===== config.mk =====
export PLATFORM = sky130hd
export DESIGN_NAME = port_a_b_pin_control
export DESIGN_NICKNAME = d
export VERILOG_FILES = /design/src/port_ab_pkg.sv /design/src/pin_sync.sv /design/src/port_a_b_pin_control.sv
export SDC_FILE = /design/constraint.sdc
export NUM_CORES = 1
export LEC_CHECK = 0
export ABC_AREA = 1
export BUFFER_PORTS_ARGS = -buffer_cell sky130_fd_sc_hd__buf_2
export CAP_MARGIN = 0
export CORE_MARGIN = 5
export CORE_UTILIZATION = 37
export CTS_BUF_LIST = sky130_fd_sc_hd__clkbuf_16
export CTS_CLUSTER_SIZE = 24
export DETAILED_ROUTE_END_ITERATION = 12
export PLACE_DENSITY = 0.6
export SYNTH_ARGS = -nofsm -noshare
export SYNTH_HDL_FRONTEND = slang
export SYNTH_SLANG_ARGS = --single-unit

===== constraint.sdc =====
create_clock -name aclk -period 3.8 [get_ports aclk]
set_input_delay 0.38 -clock aclk [delete_from_list [all_inputs] [get_ports aclk]]
set_output_delay 0.38 -clock aclk [all_outputs]
set_load 0.01 [all_outputs]

===== src/port_ab_pkg.sv =====
// Constants, field layouts and carrier types for the port A/B pin control block.
// Assumes a 32-bit AXI4-Lite register bus with 12-bit byte addresses and a 10 MHz aclk.
// Functional notes
// - Except expanded mode 2: port A pins plain I/O
// - Expanded mode 2, strobe clear: outputs drive address
// - Port A pins 2-0 always feed key, capture
// - Port A pull-ups set per bit by software
// - Bus-drive select forces pins 7-4 pull-ups off
// - Pull-up needs input, data 1; off in standby
// - Port B is 8-bit I/O or data bus
// - Port B direction write-only, zero; reads port 7
// - Expanded, narrow bus: port B is data bus
// - Wide bus or unexpanded: port B follows direction bits
// - Port B output value drives pins, resets 0
// - Port B output value always readable and writable
// - Port B levels readable; writes update port8 direction
package port_ab_pkg;

  localparam int ADDR_W = 12;
  localparam int DATA_W = 32;
  localparam int PORT_W = 8;
  localparam int PA_LOW_W = 3;

  // Register byte addresses
  localparam logic [11:0] OFF_PORT_B_DIRECTION    = 12'h000;
  localparam logic [11:0] OFF_PORT_B_OUTPUT_VALUE = 12'h004;
  localparam logic [11:0] OFF_PORT_B_PIN_LEVELS   = 12'h008;
  localparam logic [11:0] OFF_PORT_A_DIRECTION    = 12'h00C;
  localparam logic [11:0] OFF_PORT_A_OUTPUT_VALUE = 12'h010;
  localparam logic [11:0] OFF_SYSTEM_CONTROL      = 12'h014;
  localparam logic [11:0] OFF_PULLUP_STATUS       = 12'h018;
  localparam logic [11:0] OFF_PORT_A_PIN_LEVELS   = 12'h01C;

  // System control field positions
  localparam int SC_MODE_LSB   = 0;
  localparam int SC_EXPAND_BIT = 2;
  localparam int SC_STROBE_BIT = 3;
  localparam int SC_BDS_BIT    = 4;
  localparam int SC_WIDTH_BIT  = 5;

  // Reset values
  localparam logic [7:0] PORT_RESET     = 8'h00;
  localparam logic [1:0] MODE_RESET     = 2'h2;
  localparam logic       CTRL_BIT_RESET = 1'b0;

  // Operating modes
  localparam logic [1:0] MODE_1 = 2'h1;
  localparam logic [1:0] MODE_2 = 2'h2;
  localparam logic [1:0] MODE_3 = 2'h3;

  // Pull-up groups
  localparam logic [7:0] PA_HIGH_NIBBLE = 8'hF0;

  // AXI responses
  localparam logic [1:0] RESP_OKAY   = 2'h0;
  localparam logic [1:0] RESP_SLVERR = 2'h2;

  typedef struct packed {
    logic       bus_width_select;
    logic       bus_drive_select;
    logic       io_strobe_select;
    logic       expansion_enable;
    logic [1:0] mode;
  } sys_ctrl_t;

  typedef struct packed {
    logic oe;
    logic out;
  } pin_drive_t;

endpackage


===== src/pin_sync.sv =====
// Two-stage synchroniser for a group of pin levels.
// Assumes the pins are asynchronous to aclk; only the second stage is used downstream.
`timescale 1ns/1ps
module pin_sync #(
  parameter int WIDTH = 8
) (
  input  wire logic             aclk,
  input  wire logic             aresetn,
  input  wire logic [WIDTH-1:0] async_in,
  output logic      [WIDTH-1:0] sync_out
);

  logic [WIDTH-1:0] stage1_reg;

  always_ff @(posedge aclk) begin
    if (!aresetn) begin
      stage1_reg <= '0;
      sync_out   <= '0;
    end else begin
      stage1_reg <= async_in;
      sync_out   <= stage1_reg;
    end
  end

endmodule


===== src/port_a_b_pin_control.sv =====
// Port A low-pin multiplexer, port A pull-up control and port B I/O with AXI4-Lite registers.
// Assumes pins arrive asynchronously; external address and data bus signals come from aclk logic.
`timescale 1ns/1ps
module port_a_b_pin_control (
  input  wire logic        aclk,
  input  wire logic        aresetn,
  input  wire logic [11:0] s_axi_awaddr,
  input  wire logic [2:0]  s_axi_awprot,
  input  wire logic        s_axi_awvalid,
  output logic             s_axi_awready,
  input  wire logic [31:0] s_axi_wdata,
  input  wire logic [3:0]  s_axi_wstrb,
  input  wire logic        s_axi_wvalid,
  output logic             s_axi_wready,
  output logic [1:0]       s_axi_bresp,
  output logic             s_axi_bvalid,
  input  wire logic        s_axi_bready,
  input  wire logic [11:0] s_axi_araddr,
  input  wire logic [2:0]  s_axi_arprot,
  input  wire logic        s_axi_arvalid,
  output logic             s_axi_arready,
  output logic [31:0]      s_axi_rdata,
  output logic [1:0]       s_axi_rresp,
  output logic             s_axi_rvalid,
  input  wire logic        s_axi_rready,
  input  wire logic        hw_standby,
  input  wire logic [2:0]  ext_addr_hi,
  input  wire logic [7:0]  ext_data_out,
  input  wire logic        ext_data_oe,
  output logic [7:0]       ext_data_in,
  input  wire logic [2:0]  pa_pin_in,
  output logic [2:0]       pa_pin_out,
  output logic [2:0]       pa_pin_oe,
  output logic [7:0]       pa_pullup_en,
  output logic [2:0]       key_wakeup_in_10,
  output logic [2:0]       capture_in_10,
  input  wire logic [7:0]  pa_high_pin_in,
  input  wire logic [7:0]  pb_pin_in,
  output logic [7:0]       pb_pin_out,
  output logic [7:0]       pb_pin_oe,
  input  wire logic [7:0]  port7_pin_in,
  output logic [7:0]       port8_direction
);

  // Pin drive: alternate function wins when selected, else direction bit picks output
  function automatic port_ab_pkg::pin_drive_t pin_drive(
    input logic dir,
    input logic port_val,
    input logic alt_sel,
    input logic alt_oe,
    input logic alt_val
  );
    port_ab_pkg::pin_drive_t d;
    d.oe  = alt_sel ? alt_oe : dir;
    d.out = alt_sel ? alt_val : port_val;
    return d;
  endfunction
  function automatic logic addr_hit(input logic [11:0] addr, input logic [11:0] off);
    return addr[11:2] == off[11:2];
  endfunction

  logic [2:0] pa_low_sync;
  logic [7:0] pa_high_sync;
  logic [7:0] pb_sync;
  logic [7:0] port7_sync;
  logic       standby_sync;

  pin_sync #(.WIDTH(3)) u_sync_pa_low (
    .aclk     (aclk),
    .aresetn  (aresetn),
    .async_in (pa_pin_in),
    .sync_out (pa_low_sync)
  );
  pin_sync #(.WIDTH(8)) u_sync_pa_high (
    .aclk     (aclk),
    .aresetn  (aresetn),
    .async_in (pa_high_pin_in),
    .sync_out (pa_high_sync)
  );
  pin_sync #(.WIDTH(8)) u_sync_pb (
    .aclk     (aclk),
    .aresetn  (aresetn),
    .async_in (pb_pin_in),
    .sync_out (pb_sync)
  );
  pin_sync #(.WIDTH(8)) u_sync_p7 (
    .aclk     (aclk),
    .aresetn  (aresetn),
    .async_in (port7_pin_in),
    .sync_out (port7_sync)
  );
  pin_sync #(.WIDTH(1)) u_sync_standby (
    .aclk     (aclk),
    .aresetn  (aresetn),
    .async_in (hw_standby),
    .sync_out (standby_sync)
  );

  logic [7:0]             port_b_direction_reg;
  logic [7:0]             port_b_output_value_reg;
  logic [7:0]             port_a_direction_reg;
  logic [7:0]             port_a_output_value_reg;
  port_ab_pkg::sys_ctrl_t system_control_reg;
  // Write channel holding state
  logic        aw_held_reg;
  logic        w_held_reg;
  logic [11:0] awaddr_reg;
  logic [31:0] wdata_reg;
  logic [3:0]  wstrb_reg;
  logic        do_write;
  logic        wr_lane0;
  logic        wr_mapped;
  assign do_write  = aw_held_reg && w_held_reg && !s_axi_bvalid;
  assign wr_lane0  = do_write && wstrb_reg[0];
  assign wr_mapped = addr_hit(awaddr_reg, port_ab_pkg::OFF_PORT_B_DIRECTION)
                  || addr_hit(awaddr_reg, port_ab_pkg::OFF_PORT_B_OUTPUT_VALUE)
                  || addr_hit(awaddr_reg, port_ab_pkg::OFF_PORT_B_PIN_LEVELS)
                  || addr_hit(awaddr_reg, port_ab_pkg::OFF_PORT_A_DIRECTION)
                  || addr_hit(awaddr_reg, port_ab_pkg::OFF_PORT_A_OUTPUT_VALUE)
                  || addr_hit(awaddr_reg, port_ab_pkg::OFF_SYSTEM_CONTROL)
                  || addr_hit(awaddr_reg, port_ab_pkg::OFF_PULLUP_STATUS)
                  || addr_hit(awaddr_reg, port_ab_pkg::OFF_PORT_A_PIN_LEVELS);

  // Address and data are taken in either order and held until the response is sent
  always_ff @(posedge aclk) begin
    if (!aresetn) begin
      aw_held_reg <= 1'b0;
      awaddr_reg  <= 12'h000;
    end else if (s_axi_awvalid && s_axi_awready) begin
      aw_held_reg <= 1'b1;
      awaddr_reg  <= s_axi_awaddr;
    end else if (do_write) begin
      aw_held_reg <= 1'b0;
    end
  end

  always_ff @(posedge aclk) begin
    if (!aresetn) begin
      w_held_reg <= 1'b0;
      wdata_reg  <= 32'h00000000;
      wstrb_reg  <= 4'h0;
    end else if (s_axi_wvalid && s_axi_wready) begin
      w_held_reg <= 1'b1;
      wdata_reg  <= s_axi_wdata;
      wstrb_reg  <= s_axi_wstrb;
    end else if (do_write) begin
      w_held_reg <= 1'b0;
    end
  end

  always_ff @(posedge aclk) begin
    if (!aresetn) begin
      s_axi_awready <= 1'b0;
      s_axi_wready  <= 1'b0;
    end else begin
      s_axi_awready <= !aw_held_reg && !(s_axi_awvalid && s_axi_awready) && !do_write;
      s_axi_wready  <= !w_held_reg && !(s_axi_wvalid && s_axi_wready) && !do_write;
    end
  end

  always_ff @(posedge aclk) begin
    if (!aresetn) begin
      s_axi_bvalid <= 1'b0;
      s_axi_bresp  <= port_ab_pkg::RESP_OKAY;
    end else if (do_write) begin
      s_axi_bvalid <= 1'b1;
      s_axi_bresp  <= wr_mapped ? port_ab_pkg::RESP_OKAY : port_ab_pkg::RESP_SLVERR;
    end else if (s_axi_bready) begin
      s_axi_bvalid <= 1'b0;
    end
  end

  // Port B direction is write-only; its address reads port 7 instead
  always_ff @(posedge aclk) begin
    if (!aresetn) begin
      port_b_direction_reg <= port_ab_pkg::PORT_RESET;
    end else if (wr_lane0 && addr_hit(awaddr_reg, port_ab_pkg::OFF_PORT_B_DIRECTION)) begin
      port_b_direction_reg <= wdata_reg[7:0];
    end
  end

  always_ff @(posedge aclk) begin
    if (!aresetn) begin
      port_b_output_value_reg <= port_ab_pkg::PORT_RESET;
    end else if (wr_lane0 && addr_hit(awaddr_reg, port_ab_pkg::OFF_PORT_B_OUTPUT_VALUE)) begin
      port_b_output_value_reg <= wdata_reg[7:0];
    end
  end

  // Shared address: pin levels on read, port 8 direction on write
  always_ff @(posedge aclk) begin
    if (!aresetn) begin
      port8_direction <= port_ab_pkg::PORT_RESET;
    end else if (wr_lane0 && addr_hit(awaddr_reg, port_ab_pkg::OFF_PORT_B_PIN_LEVELS)) begin
      port8_direction <= wdata_reg[7:0];
    end
  end

  always_ff @(posedge aclk) begin
    if (!aresetn) begin
      port_a_direction_reg <= port_ab_pkg::PORT_RESET;
    end else if (wr_lane0 && addr_hit(awaddr_reg, port_ab_pkg::OFF_PORT_A_DIRECTION)) begin
      port_a_direction_reg <= wdata_reg[7:0];
    end
  end

  always_ff @(posedge aclk) begin
    if (!aresetn) begin
      port_a_output_value_reg <= port_ab_pkg::PORT_RESET;
    end else if (wr_lane0 && addr_hit(awaddr_reg, port_ab_pkg::OFF_PORT_A_OUTPUT_VALUE)) begin
      port_a_output_value_reg <= wdata_reg[7:0];
    end
  end

  always_ff @(posedge aclk) begin
    if (!aresetn) begin
      system_control_reg.mode             <= port_ab_pkg::MODE_RESET;
      system_control_reg.expansion_enable <= port_ab_pkg::CTRL_BIT_RESET;
      system_control_reg.io_strobe_select <= port_ab_pkg::CTRL_BIT_RESET;
      system_control_reg.bus_drive_select <= port_ab_pkg::CTRL_BIT_RESET;
      system_control_reg.bus_width_select <= port_ab_pkg::CTRL_BIT_RESET;
    end else if (wr_lane0 && addr_hit(awaddr_reg, port_ab_pkg::OFF_SYSTEM_CONTROL)) begin
      system_control_reg.mode             <= wdata_reg[port_ab_pkg::SC_MODE_LSB +: 2];
      system_control_reg.expansion_enable <= wdata_reg[port_ab_pkg::SC_EXPAND_BIT];
      system_control_reg.io_strobe_select <= wdata_reg[port_ab_pkg::SC_STROBE_BIT];
      system_control_reg.bus_drive_select <= wdata_reg[port_ab_pkg::SC_BDS_BIT];
      system_control_reg.bus_width_select <= wdata_reg[port_ab_pkg::SC_WIDTH_BIT];
    end
  end

  // Mode decode
  logic mode2_expanded;
  logic pb_expanded;
  logic pb_data_bus;
  assign mode2_expanded = (system_control_reg.mode == port_ab_pkg::MODE_2)
                       && system_control_reg.expansion_enable;
  // Mode 1 is always expanded; modes 2 and 3 follow the expansion bit
  assign pb_expanded = (system_control_reg.mode == port_ab_pkg::MODE_1)
                    || (((system_control_reg.mode == port_ab_pkg::MODE_2)
                      || (system_control_reg.mode == port_ab_pkg::MODE_3))
                      && system_control_reg.expansion_enable);
  assign pb_data_bus = pb_expanded && !system_control_reg.bus_width_select;
  // Pin drive next values; registered so every pin output comes from a flop
  logic [2:0] pa_oe_next;
  logic [2:0] pa_out_next;
  logic [7:0] pb_oe_next;
  logic [7:0] pb_out_next;
  logic [7:0] pa_pullup_next;
  always_comb begin
    port_ab_pkg::pin_drive_t d;
    d = '0;
    for (int i = 0; i < port_ab_pkg::PA_LOW_W; i++) begin
      // Address only replaces port data in expanded mode 2 with strobe select clear
      d = pin_drive(port_a_direction_reg[i], port_a_output_value_reg[i],
                    mode2_expanded && !system_control_reg.io_strobe_select,
                    port_a_direction_reg[i], ext_addr_hi[i]);
      pa_oe_next[i]  = d.oe;
      pa_out_next[i] = d.out;
    end
  end

  always_comb begin
    port_ab_pkg::pin_drive_t d;
    d = '0;
    for (int i = 0; i < port_ab_pkg::PORT_W; i++) begin
      d = pin_drive(port_b_direction_reg[i], port_b_output_value_reg[i],
                    pb_data_bus, ext_data_oe, ext_data_out[i]);
      pb_oe_next[i]  = d.oe;
      pb_out_next[i] = d.out;
    end
  end

  // Pull-up only on an input pin whose output value is 1; off in hardware standby
  always_comb begin
    pa_pullup_next = ~port_a_direction_reg & port_a_output_value_reg;
    if (system_control_reg.bus_drive_select) begin
      pa_pullup_next = pa_pullup_next & ~port_ab_pkg::PA_HIGH_NIBBLE;
    end
    if (standby_sync) begin
      pa_pullup_next = port_ab_pkg::PORT_RESET;
    end
  end

  always_ff @(posedge aclk) begin
    if (!aresetn) begin
      pa_pin_oe  <= 3'h0;
      pa_pin_out <= 3'h0;
      pb_pin_oe  <= port_ab_pkg::PORT_RESET;
      pb_pin_out <= port_ab_pkg::PORT_RESET;
    end else begin
      pa_pin_oe  <= pa_oe_next;
      pa_pin_out <= pa_out_next;
      pb_pin_oe  <= pb_oe_next;
      pb_pin_out <= pb_out_next;
    end
  end

  always_ff @(posedge aclk) begin
    if (!aresetn) begin
      pa_pullup_en <= port_ab_pkg::PORT_RESET;
    end else begin
      pa_pullup_en <= pa_pullup_next;
    end
  end

  // Key and capture inputs see the pin level whatever the pin is doing
  assign key_wakeup_in_10 = pa_low_sync;
  assign capture_in_10    = pa_low_sync;
  // Data bus input path: registered pin levels of port B
  always_ff @(posedge aclk) begin
    if (!aresetn) begin
      ext_data_in <= port_ab_pkg::PORT_RESET;
    end else begin
      ext_data_in <= pb_sync;
    end
  end

  // Read channel: one read at a time, answered one cycle after the address is taken
  logic [31:0] rdata_next;
  logic [1:0]  rresp_next;
  always_comb begin
    rdata_next = 32'h00000000;
    rresp_next = port_ab_pkg::RESP_OKAY;
    if (addr_hit(s_axi_araddr, port_ab_pkg::OFF_PORT_B_DIRECTION)) begin
      rdata_next[7:0] = port7_sync;
    end else if (addr_hit(s_axi_araddr, port_ab_pkg::OFF_PORT_B_OUTPUT_VALUE)) begin
      rdata_next[7:0] = port_b_output_value_reg;
    end else if (addr_hit(s_axi_araddr, port_ab_pkg::OFF_PORT_B_PIN_LEVELS)) begin
      rdata_next[7:0] = pb_sync;
    end else if (addr_hit(s_axi_araddr, port_ab_pkg::OFF_PORT_A_DIRECTION)) begin
      rdata_next[7:0] = port_a_direction_reg;
    end else if (addr_hit(s_axi_araddr, port_ab_pkg::OFF_PORT_A_OUTPUT_VALUE)) begin
      rdata_next[7:0] = port_a_output_value_reg;
    end else if (addr_hit(s_axi_araddr, port_ab_pkg::OFF_SYSTEM_CONTROL)) begin
      rdata_next[5:0] = system_control_reg;
    end else if (addr_hit(s_axi_araddr, port_ab_pkg::OFF_PULLUP_STATUS)) begin
      rdata_next[7:0] = pa_pullup_en;
    end else if (addr_hit(s_axi_araddr, port_ab_pkg::OFF_PORT_A_PIN_LEVELS)) begin
      rdata_next[7:0] = {pa_high_sync[7:3], pa_low_sync};
    end else begin
      rresp_next = port_ab_pkg::RESP_SLVERR;
    end
  end

  always_ff @(posedge aclk) begin
    if (!aresetn) begin
      s_axi_arready <= 1'b0;
    end else begin
      s_axi_arready <= !s_axi_rvalid && !(s_axi_arvalid && s_axi_arready);
    end
  end

  always_ff @(posedge aclk) begin
    if (!aresetn) begin
      s_axi_rvalid <= 1'b0;
      s_axi_rdata  <= 32'h00000000;
      s_axi_rresp  <= port_ab_pkg::RESP_OKAY;
    end else if (s_axi_arvalid && s_axi_arready) begin
      s_axi_rvalid <= 1'b1;
      s_axi_rdata  <= rdata_next;
      s_axi_rresp  <= rresp_next;
    end else if (s_axi_rready) begin
      s_axi_rvalid <= 1'b0;
    end
  end

endmodule


==> results of run 1 <==
worst paths after layout:
path / start / endpoint / slack, ns
setup reg to reg: system_control_reg[1] / pb_pin_oe[2] / 1.86
hold / removal: pa_pin_in[1] / u_sync_pa_low.stage1_reg[1] / 0.14
setup / recovery: system_control_reg[1] / pb_pin_oe[2] / 1.86
hold reg to reg: u_sync_p7.stage1_reg[2] / u_sync_p7.sync_out[2] / 0.41
kinds of logic after synthesis:
family                 synth area share (%)
AND/OR/NAND/NOR                        20.0
buffers and inverters                  12.9
AO/OA/AOI/OAI                          14.6
flip-flops                             52.4
other                                0.0578
critical path, delay by kind of cell, from the launching register on:
family | cells | cell delay [ns]
compound gates | 1 | 0.11
buf+inv | 2 | 0.43
flops | 1 | 0.41
simple gates | 4 | 0.83
final cells by class:
type,count,share of cell area (%)
sequential,170,43.8
tap,225,3.62
multi-input combinational,494,30.2
inverter,124,5.99
clock buffer,17,5.48
timing repair buffer,141,9.18
clock inverter,15,1.74
metal layers:
metal  routed length (um)  up-vias  global-route usage [%]
met2                 7550      133                    26.5
met3                  846       15                    3.76
met1                 7430     2434                    20.6
li1                     -     2806                       -
met4                  195        0                    4.80
met5                    0        -                       0
cells in the final DEF (no fill, tap or decap), drive strengths merged:
master	Yosys	final
dfxtp	170	170
nand2	155	155
buf	37	141
inv	123	126
o21ai	86	86
a21oi	82	82
nor2	72	72
nand3	30	30
conb	1	26
clkbuf	21	17
nor3	14	14
a211oi	8	8
clkinv	1	7
nand4	6	6
clkinvlp	0	4
or2	4	4
nor4	4	4
nor3b	2	2
o21bai	2	2
o211ai	2	2
bufinv	0	2
o2111ai	1	1
through the flow:
step                hold slack, ns  utilization [%]  setup slack [ns]
floorplan                    0.390                -              2.20
global placement             0.392             41.8              1.53
detailed placement           0.396             41.8              1.54
CTS                          0.115             45.1              1.85
global route                 0.129             45.1              1.62
finish                       0.135             45.1              1.86
power by group through the flow:
stage	clock network (mW)	registers (mW)	logic, mW
floorplan	0	1.89	0.156
global placement	0	1.89	0.224
detailed placement	0	1.89	0.226
CTS	1.70	1.85	0.226
global route	1.76	1.86	0.256
finish	1.65	1.85	0.224
==> results.md, run 1 <==
- Status: completed
- CORE AREA: 0.0172 mm^2
- Cell-internal power: 2.86 mW
- Synth cell types: 34
- GP Congestion: about 0.87
- Fin crit share: 51.2%
- Hold buffer count at CTS: 0
- Total Nets Final: 1,061
- Fmax achieved: roughly 510 MHz
- Worst Path Required: slightly above 4 ns
- Ys flop type: dfxtp_1
- Max FFs per register: 10
- Critical path cell sequence: inv_1 -> nand2_1 -> nand2_1 -> nand2_1 -> clkinv_1 -> nand2_1 -> a21oi_1
- Design Power: 3.73 mW
- DRC violations left: 0
- Ys async rst share: 0%
- Clock sink total: 170
- IO Count: 206
- First-pass GRT wire length: 25,400 um
- Synth warn: 0
- Sw Share: between 20% and 30%
- Top cells by area, synth: dfxtp_1 (52%), nand2_1 (8.7%), inv_1 (7.0%), o21ai_0 (6.4%), a21oi_1 (6.3%)
- Slew Limit Headroom: 23.2%
- Vias: 5,388
- RSZ-0062 raised after global routing: false
- Flop pwr share: 49.7%
- Number of buffers created by CTS: 17
- Reg area: 0.00340 mm^2
- Final setup viols: 0
- Synth Register Bits: 170
- DR iter-0 viols: 317
- Total grt overflow: 0
- Layout cells sized above 1: roughly a fifth
- Worst-Margin Slew: ~1.2 ns
- Pleak: between 3 and 4 nW
- Final cell count without fillers: 1,186
- Cells after Synth: between 800 and 900
- Htree depth: 4
- Layout area overhead: 19.7%
- Worst R2R Path Depth: 7
- Final min period: 1.94 ns
- Footprint of the multi-input gates: 0.00234 mm^2
- Hold Path Class: in -> reg
- VDD IR max: 0.000305 V
- HPWL after DPL: approximately 12,000 um
- Kind of critical path: reg -> reg
- Fillers: 1,766
- Antenna cells: 0
- DR vias/cell: 4.54
- Switch Pwr: 0.871 mW
- Crit start category: flop
- Starting Density: between 30% and 40%
- Number of synthesized flops with an enable pin: 0
- Crit path max fanout: 17
- Top-count cell post-synth: dfxtp_1
- CTS root buf: clkbuf_16
- Clock transition at path regs: about 0.060 ns
- Largest area contributor in the netlist: dfxtp_1
- IO buf count: between 100 and 150
- Comb pwr share: 6.0%
- Clk buf depth: 2
- DP Cell Count: 1,154
- Rows: 48
- Post-CTS Setup Bufs: 0
- Post-synth top area share: 52.4%
- Placed instance area: between 0.007 and 0.008 mm^2
- Hold Crit Depth: 3
- CTS tree: built
- Arrival @ worst endpoint: 2.19 ns
- Clock latency on the worst-skew pair: ~0.42 ns
- Post-Syn Area: 0.00649 mm^2
- Largest net degree at the start of global routing: 73
- Max incr delay on CP: 0.41 ns
- CP max stage cell: dfxtp_1
- Syn_area_per_cell: 7.90 um^2
- Initial antenna violation count: 0
- DIE WIDTH: 142 um
- Avg WL per Cell: 13.5 um
- Die height: 142 um
- Routed Antenna Nets: 0
- Die Footprint: 0.0203 mm^2
- Drt pass-1 iters: 4
- Clock network fraction of design power: 44.3%
- Cell mode on critical path: nand2_1
- Setup TNS: 0 ns
- Finished Cell Area: 0.00777 mm^2
- PD cells: 480 mW/mm^2
- Routed wire length: 16,000 um
- Crit end category: flop
- Total of max-cap violations: 0
- Pins over their slew limit: 0
- Post-CTS Resized: 0
- Sequential-to-total area share from yosys stat: roughly 52%
- Fin Clk Skew: 0.00839 ns
- Total GRT Usage: 15.9%
- Vias in the first global route: about 5,100
- Fin. Hold Viols: 0
- Synth top cells by count: dfxtp_1 (170), nand2_1 (151), inv_1 (121)
Note: power is estimated with default switching activity, not from simulation.
==> run 2: changes to the inputs <==
- clock period: 3.8 -> 1.86 ns (I/O delays scaled with it)
==> results.md, run 2 (synthesis gave the netlist of run 1 again) <==
- Status: completed
- Fin crit share: 83.9%
- Worst Path Required: 2.21 ns
- Pleak: 4.18 nW
- DR iter-0 viols: 308
- DRC violations left: 0
- Number of buffers created by CTS: 17
- Fmax achieved: 641 MHz
- DIE WIDTH: 142 um
- Pins over their slew limit: 0
- Kind of critical path: reg -> reg
- Clock sink total: 170
- Clk buf depth: 2
- Final setup viols: 0
- Vias: 5,528
- Total GRT Usage: 16.3%
- Largest net degree at the start of global routing: between 100 and 150
- Hold Path Class: in -> reg
- Crit path max fanout: 16
- Total of max-cap violations: 0
- Drt pass-1 iters: 5
- Layout cells sized above 1: between 20% and 30%
- Routed Antenna Nets: 0
- Routed wire length: between 15,000 and 20,000 um
- Commonest non-fill, non-tap cell in the layout: dfxtp_1
- Worst-Margin Slew: approximately 0.57 ns
- First-pass GRT wire length: 26,000 um
- RSZ-0062 raised after global routing: false
- Cell-internal power: 6.06 mW
- Comb pwr share: 6.6%
- Htree depth: 4
- CTS tree: built
- Total Nets Final: 1,110
- Final setup margin: about 0.3 ns
- Setup WS pre-CTS: around 0.070 ns
- Crit start category: flop
- VDD IR max: between 0.0006 and 0.0007 V
- Die height: 142 um
- Layout area overhead: 27.8%
- Starting Density: 37.6%
- Final min period: 1.56 ns
- Crit end category: flop
- DP Cell Count: 1,173
- Setup TNS: 0 ns
- Max FFs per register: 10
- PD cells: about 950 mW/mm^2
- Sw Share: 23.3%
- Flop pwr share: 48.0%
- Commonest cells after routing, fill and taps aside: dfxtp_1 (170), nand2_1 (151), buf_2 (138), inv_1 (121), o21ai_0 (83)
- Switch Pwr: 1.84 mW
- HPWL after DPL: 11,600 um
- DR vias/cell: 4.48
- Design Power: 7.89 mW
- Total grt overflow: 0
- Fin Clk Skew: 0.00767 ns
- GP Congestion: 0.950
- Initial antenna violation count: 0
- Die Footprint: 0.0203 mm^2
- Fin. Hold Viols: 0
- Antenna cells: 0
- IO buf count: 139
- Avg WL per Cell: 13.3 um
- IO Count: 206
- Vias in the first global route: 5,239
- Clock transition at path regs: 0.07 ns
- Final cell count without fillers: 1,235
- Clock network fraction of design power: 45.5%
- Clock latency on the worst-skew pair: 0.42 ns
- Arrival @ worst endpoint: 1.91 ns
- Hold slack: 0.0207 ns
- CORE AREA: approximately 0.017 mm^2
- Slew Limit Headroom: roughly three fifths
- Rows: 48
- CTS root buf: clkbuf_16
run 2: cell types whose count changed in the layout (fill, tap and decap cells not counted):
cell / previous run / this run
bufinv_16: 2 / 3
dlygate4sd3_1: 0 / 29
buf_12: 0 / 4
inv_6: 1 / 3
clkinv_1: 5 / 2
buf_4: 3 / 19
clkinvlp_4: 4 / 5
inv_1: 123 / 121
clkinv_4: 1 / 0
clkinv_2: 1 / 3
run 2: final timing paths:
path                                 from                       to  slack, ns  cells past startpoint
setup / recovery           awaddr_reg[11]  port_b_direction_reg[4]       0.30                      8
hold / removal           s_axi_awaddr[10]           awaddr_reg[10]       0.02                      3
setup reg to reg           awaddr_reg[11]  port_b_direction_reg[4]       0.30                      8
hold reg to reg   u_sync_pb.stage1_reg[6]    u_sync_pb.sync_out[6]       0.41                      2
run 2: area by class of cell:
cell class / count / area [um^2]
Clock inverter: 15 / 173
Inverter: 124 / 465
Timing Repair Buffer: 190 / 1200
Sequential cell: 170 / 3400
Tap cell: 225 / 282
Clock buffer: 17 / 425
Fill cell: 1714 / 8940
Multi-Input combinational cell: 494 / 2340
run 2: per-stage QoR:
stage	cell area, um^2	util, %
floorplan	6580	-
global placement	7400	42.9
detailed placement	7400	42.9
CTS	8290	48.1
global route	8290	48.1
finish	8290	48.1
run 2: routing by layer:
metal  global-route usage (%)  wire, um  up-vias
li1                         -         -     2898
met1                     20.9      7410     2448
met2                     26.9      7640      167
met3                     4.81      1160       15
met4                     4.60       224        0
met5                        0         0        -
run 2: worst max-delay path: stages (launching register included):
cell	delay (ns)
dfxtp_1	0.31
nor2_1	0.18
nand3_2	0.19
inv_1	0.12
nand4_1	0.14
nor2_2	0.11
buf_4	0.19
o21ai_0	0.10
a21oi_1	0.14
run 2: timing repair:
| action | CTS | global route |
|---|---|---|
| setup endpoints to repair | 0 | 6 |
| hold endpoints to repair | 29 | 0 |
| buffers inserted | 0 | 1 |
| hold buffers | 29 | 0 |
| resized for setup | 0 | 0 |
run 2: power groups by stage:
stage | logic (mW) | registers (mW) | clock network, mW
floorplan | 0.319 | 3.87 | 0
finish | 0.520 | 3.79 | 3.59
detailed placement | 0.471 | 3.87 | 0
global placement | 0.466 | 3.87 | 0
CTS | 0.520 | 3.79 | 3.67
global route | 0.587 | 3.79 | 3.82
==> run 3: changes to the inputs <==
- ABC_AREA: 1 -> 0
- clock period: 1.86 -> 1.5 ns (I/O delays scaled with it)
==> results.md, run 3 <==
- Cells after Synth: 682
- Avg WL per Cell: 14.5 um
- Starting Density: around 38%
- Crit start category: flop
- Max incr delay on CP: 0.54 ns
- DIE WIDTH: 143 um
- Fmax achieved: 587 MHz
- Kind of critical path: reg -> reg
- Post-synthesis compound-gate area fraction: approximately 12%
- Ys flop type: dfxtp_1
- Clock transition at path regs: 0.06 ns
- Final setup margin: -0.205 ns
- Fin. Hold Viols: 0
- CORE AREA: approximately 0.017 mm^2
- Layout cells sized above 1: 26.7%
- RSZ-0062 raised after global routing: true
- Routed wire length: 16,500 um
- Total grt overflow: 0
- IO buf count: 139
- Pins over their slew limit: 0
- Number of synthesized flops with an enable pin: 0
- Synth top cells by count: dfxtp_1 (170), nand2_1 (91), and2_1 (64)
- GP Congestion: 0.856
- Clock latency on the worst-skew pair: 0.43 ns
- Largest area contributor in the netlist: dfxtp_1
- Hold slack: 0.0125 ns
- Worst Path Required: about 1.8 ns
- Post-layout util: ~51%
- CP top delay family: simple AND/OR/NAND/NOR gates
- DR vias/cell: 4.56
- DR iter-0 viols: 319
- Vias: approximately 5,200
- Top-count cell post-synth: dfxtp_1
- Syn_area_per_cell: 9.58 um^2
- Largest net degree at the start of global routing: 60
- Crit end category: flop
- Pleak: 3.86 nW
- Fillers: 1,628
- Rows: 48
- Crit path max fanout: 8
- Post-synthesis mux area share: about 6.5%
- CTS tree: built
- Fin crit share: 114%
- Commonest non-fill, non-tap cell in the layout: dfxtp_1
- Final setup viols: 46
- Die height: 143 um
- Arrival @ worst endpoint: 2.02 ns
- Layout area overhead: 35.5%
- Post-synth top area share: 52.1%
- Hold Crit Depth: 3
- Critical path cell sequence: nor4_4 -> nand3_4 -> or4_4 -> mux2i_1 -> nor2b_1
- HPWL after DPL: 12,000 um
- IO Count: 206
- Hold Path Class: in -> reg
- Routed Antenna Nets: 0
- Initial antenna violation count: 0
- Violated checks: negative setup slack
- Commonest cells after routing, fill and taps aside: dfxtp_1 (167), buf_2 (138), nand2_1 (91), and2_1 (63)
- Synth warn: 0
- Total of max-cap violations: 0
- Post-Synth Simple-Gate Area: 23.4%
- Antenna cells: 0
- Number of buffers created by CTS: 17
- Status: finished with violations
- Top cells by area, synth: dfxtp_1 (52%), and2_1 (6.1%), mux2i_1 (5.7%), nand2_1 (5.2%), nor2b_1 (4.8%)
- Total GRT Usage: around 16%
- Post-Syn Area: 0.00654 mm^2
- Ys async rst share: 0%
- Drt pass-1 iters: 5
- PD cells: about 1100 mW/mm^2
- Worst R2R Path Depth: 5
- Fin Clk Skew: 0.0106 ns
- Final min period: between 1.5 and 2 ns
- Synth Area in XOR/XNOR: 0%
- Clock sink total: 170
- Sequential-to-total area share from yosys stat: 52.1%
- Synth Register Bits: 170
- Die Footprint: 0.0204 mm^2
- Synth Area in Adders: 0%
- First-pass GRT wire length: 26,300 um
- Max FFs per register: 10
- Design Power: approximately 9.6 mW
- VDD IR max: 0.000806 V
- CTS root buf: clkbuf_16
- Clk buf depth: 2
- Htree depth: 4
- Worst path depth: 5
- Synth cell types: 48
- Vias in the first global route: 5,152
- DRC violations left: 0
- Total Nets Final: 1,017
- Crit path buffers/inverters: 0
- CP max stage cell: or4_4
- Largest family of logic cells by synthesized area: simple AND/OR/NAND/NOR gates
==> run 3: cell count changes after synthesis, sizes merged, moves of 13 or more <==
cell / delta
nor2: -62
inv: -114
nor2b: +50
clkbuf: +13
o22ai: +14
mux2i: +37
and2: +64
a21boi: +30
o21ai: -63
a21oi: -57
nand2: -64
==> run 3: layout make-up <==
cell class              count  area (um^2)  share of cell area (%)
repair buffers            249         1720                    19.4
flip-flops and latches    170         3410                    38.5
inverters                   9         33.8                   0.381
multi-input cells         457         2860                    32.3
clock buffers              17          425                    4.80
well taps                 225          282                    3.18
clock inverters            14          134                    1.51
==> run 3: repair_timing <==
| item | 4_1_cts | 5_1_grt |
|---|---|---|
| pin swaps | 8 | 4 |
| hold buffers | 53 | 0 |
| setup buffers | 4 | 1 |
| endpoints found under the hold margin | 53 | 0 |
| resized for setup | 6 | 4 |
| setup endpoints to repair | 47 | 55 |
==> run 3: metrics by stage <==
stage | instance area, um^2 | instances | setup TNS [ns] | setup WS [ns]
after detailed placement | 7700 | 1053 | -8.36 | -0.266
after global placement | 7700 | 1053 | -7.63 | -0.245
after CTS | 8850 | 1141 | -7.32 | -0.222
after floorplan | 6660 | 707 | -6.83 | -0.223
final | 8860 | 1141 | -7.15 | -0.205
after global routing | 8860 | 1141 | -12.33 | -0.324
==> run 3: worst paths after layout <==
| path | slack (ns) | start | end |
|---|---|---|---|
| max | -0.20 | awaddr_reg[10] | port_a_output_value_reg[3] |
| min | 0.01 | s_axi_awaddr[4] | awaddr_reg[4] |
| max reg2reg | -0.20 | awaddr_reg[10] | port_a_output_value_reg[3] |
| min reg2reg | 0.43 | u_sync_pb.stage1_reg[4] | u_sync_pb.sync_out[4] |
==> run 3: layer usage <==
metal	GRT usage [%]	vias to the layer above	part of all wire [%]	wire, um
li1	-	2678	-	-
met1	22.0	2358	46	7560
met2	26.3	153	46	7650
met3	3.22	16	6.5	1070
met4	5.30	0	1.3	218
met5	0	-	0	0
==> run 3: logic make-up after synthesis <==
family	after synthesis
flops	170
compound gates	116
simple gates	274
mux	41
buf+inv	80
other cells	1
==> run 3: where the power goes <==
part / leakage [nW] / switching [mW] / internal (mW)
Sequential: 1.39 / 0.0734 / 4.63
Combinational: 2.20 / 0.336 / 0.378
Clock: 0.274 / 1.75 / 2.42
==> run 3: tightest hold or removal path: stages <==
cell	delay, ns
buf_2	0.10
nand2_1	0.06
a21boi_0	0.07
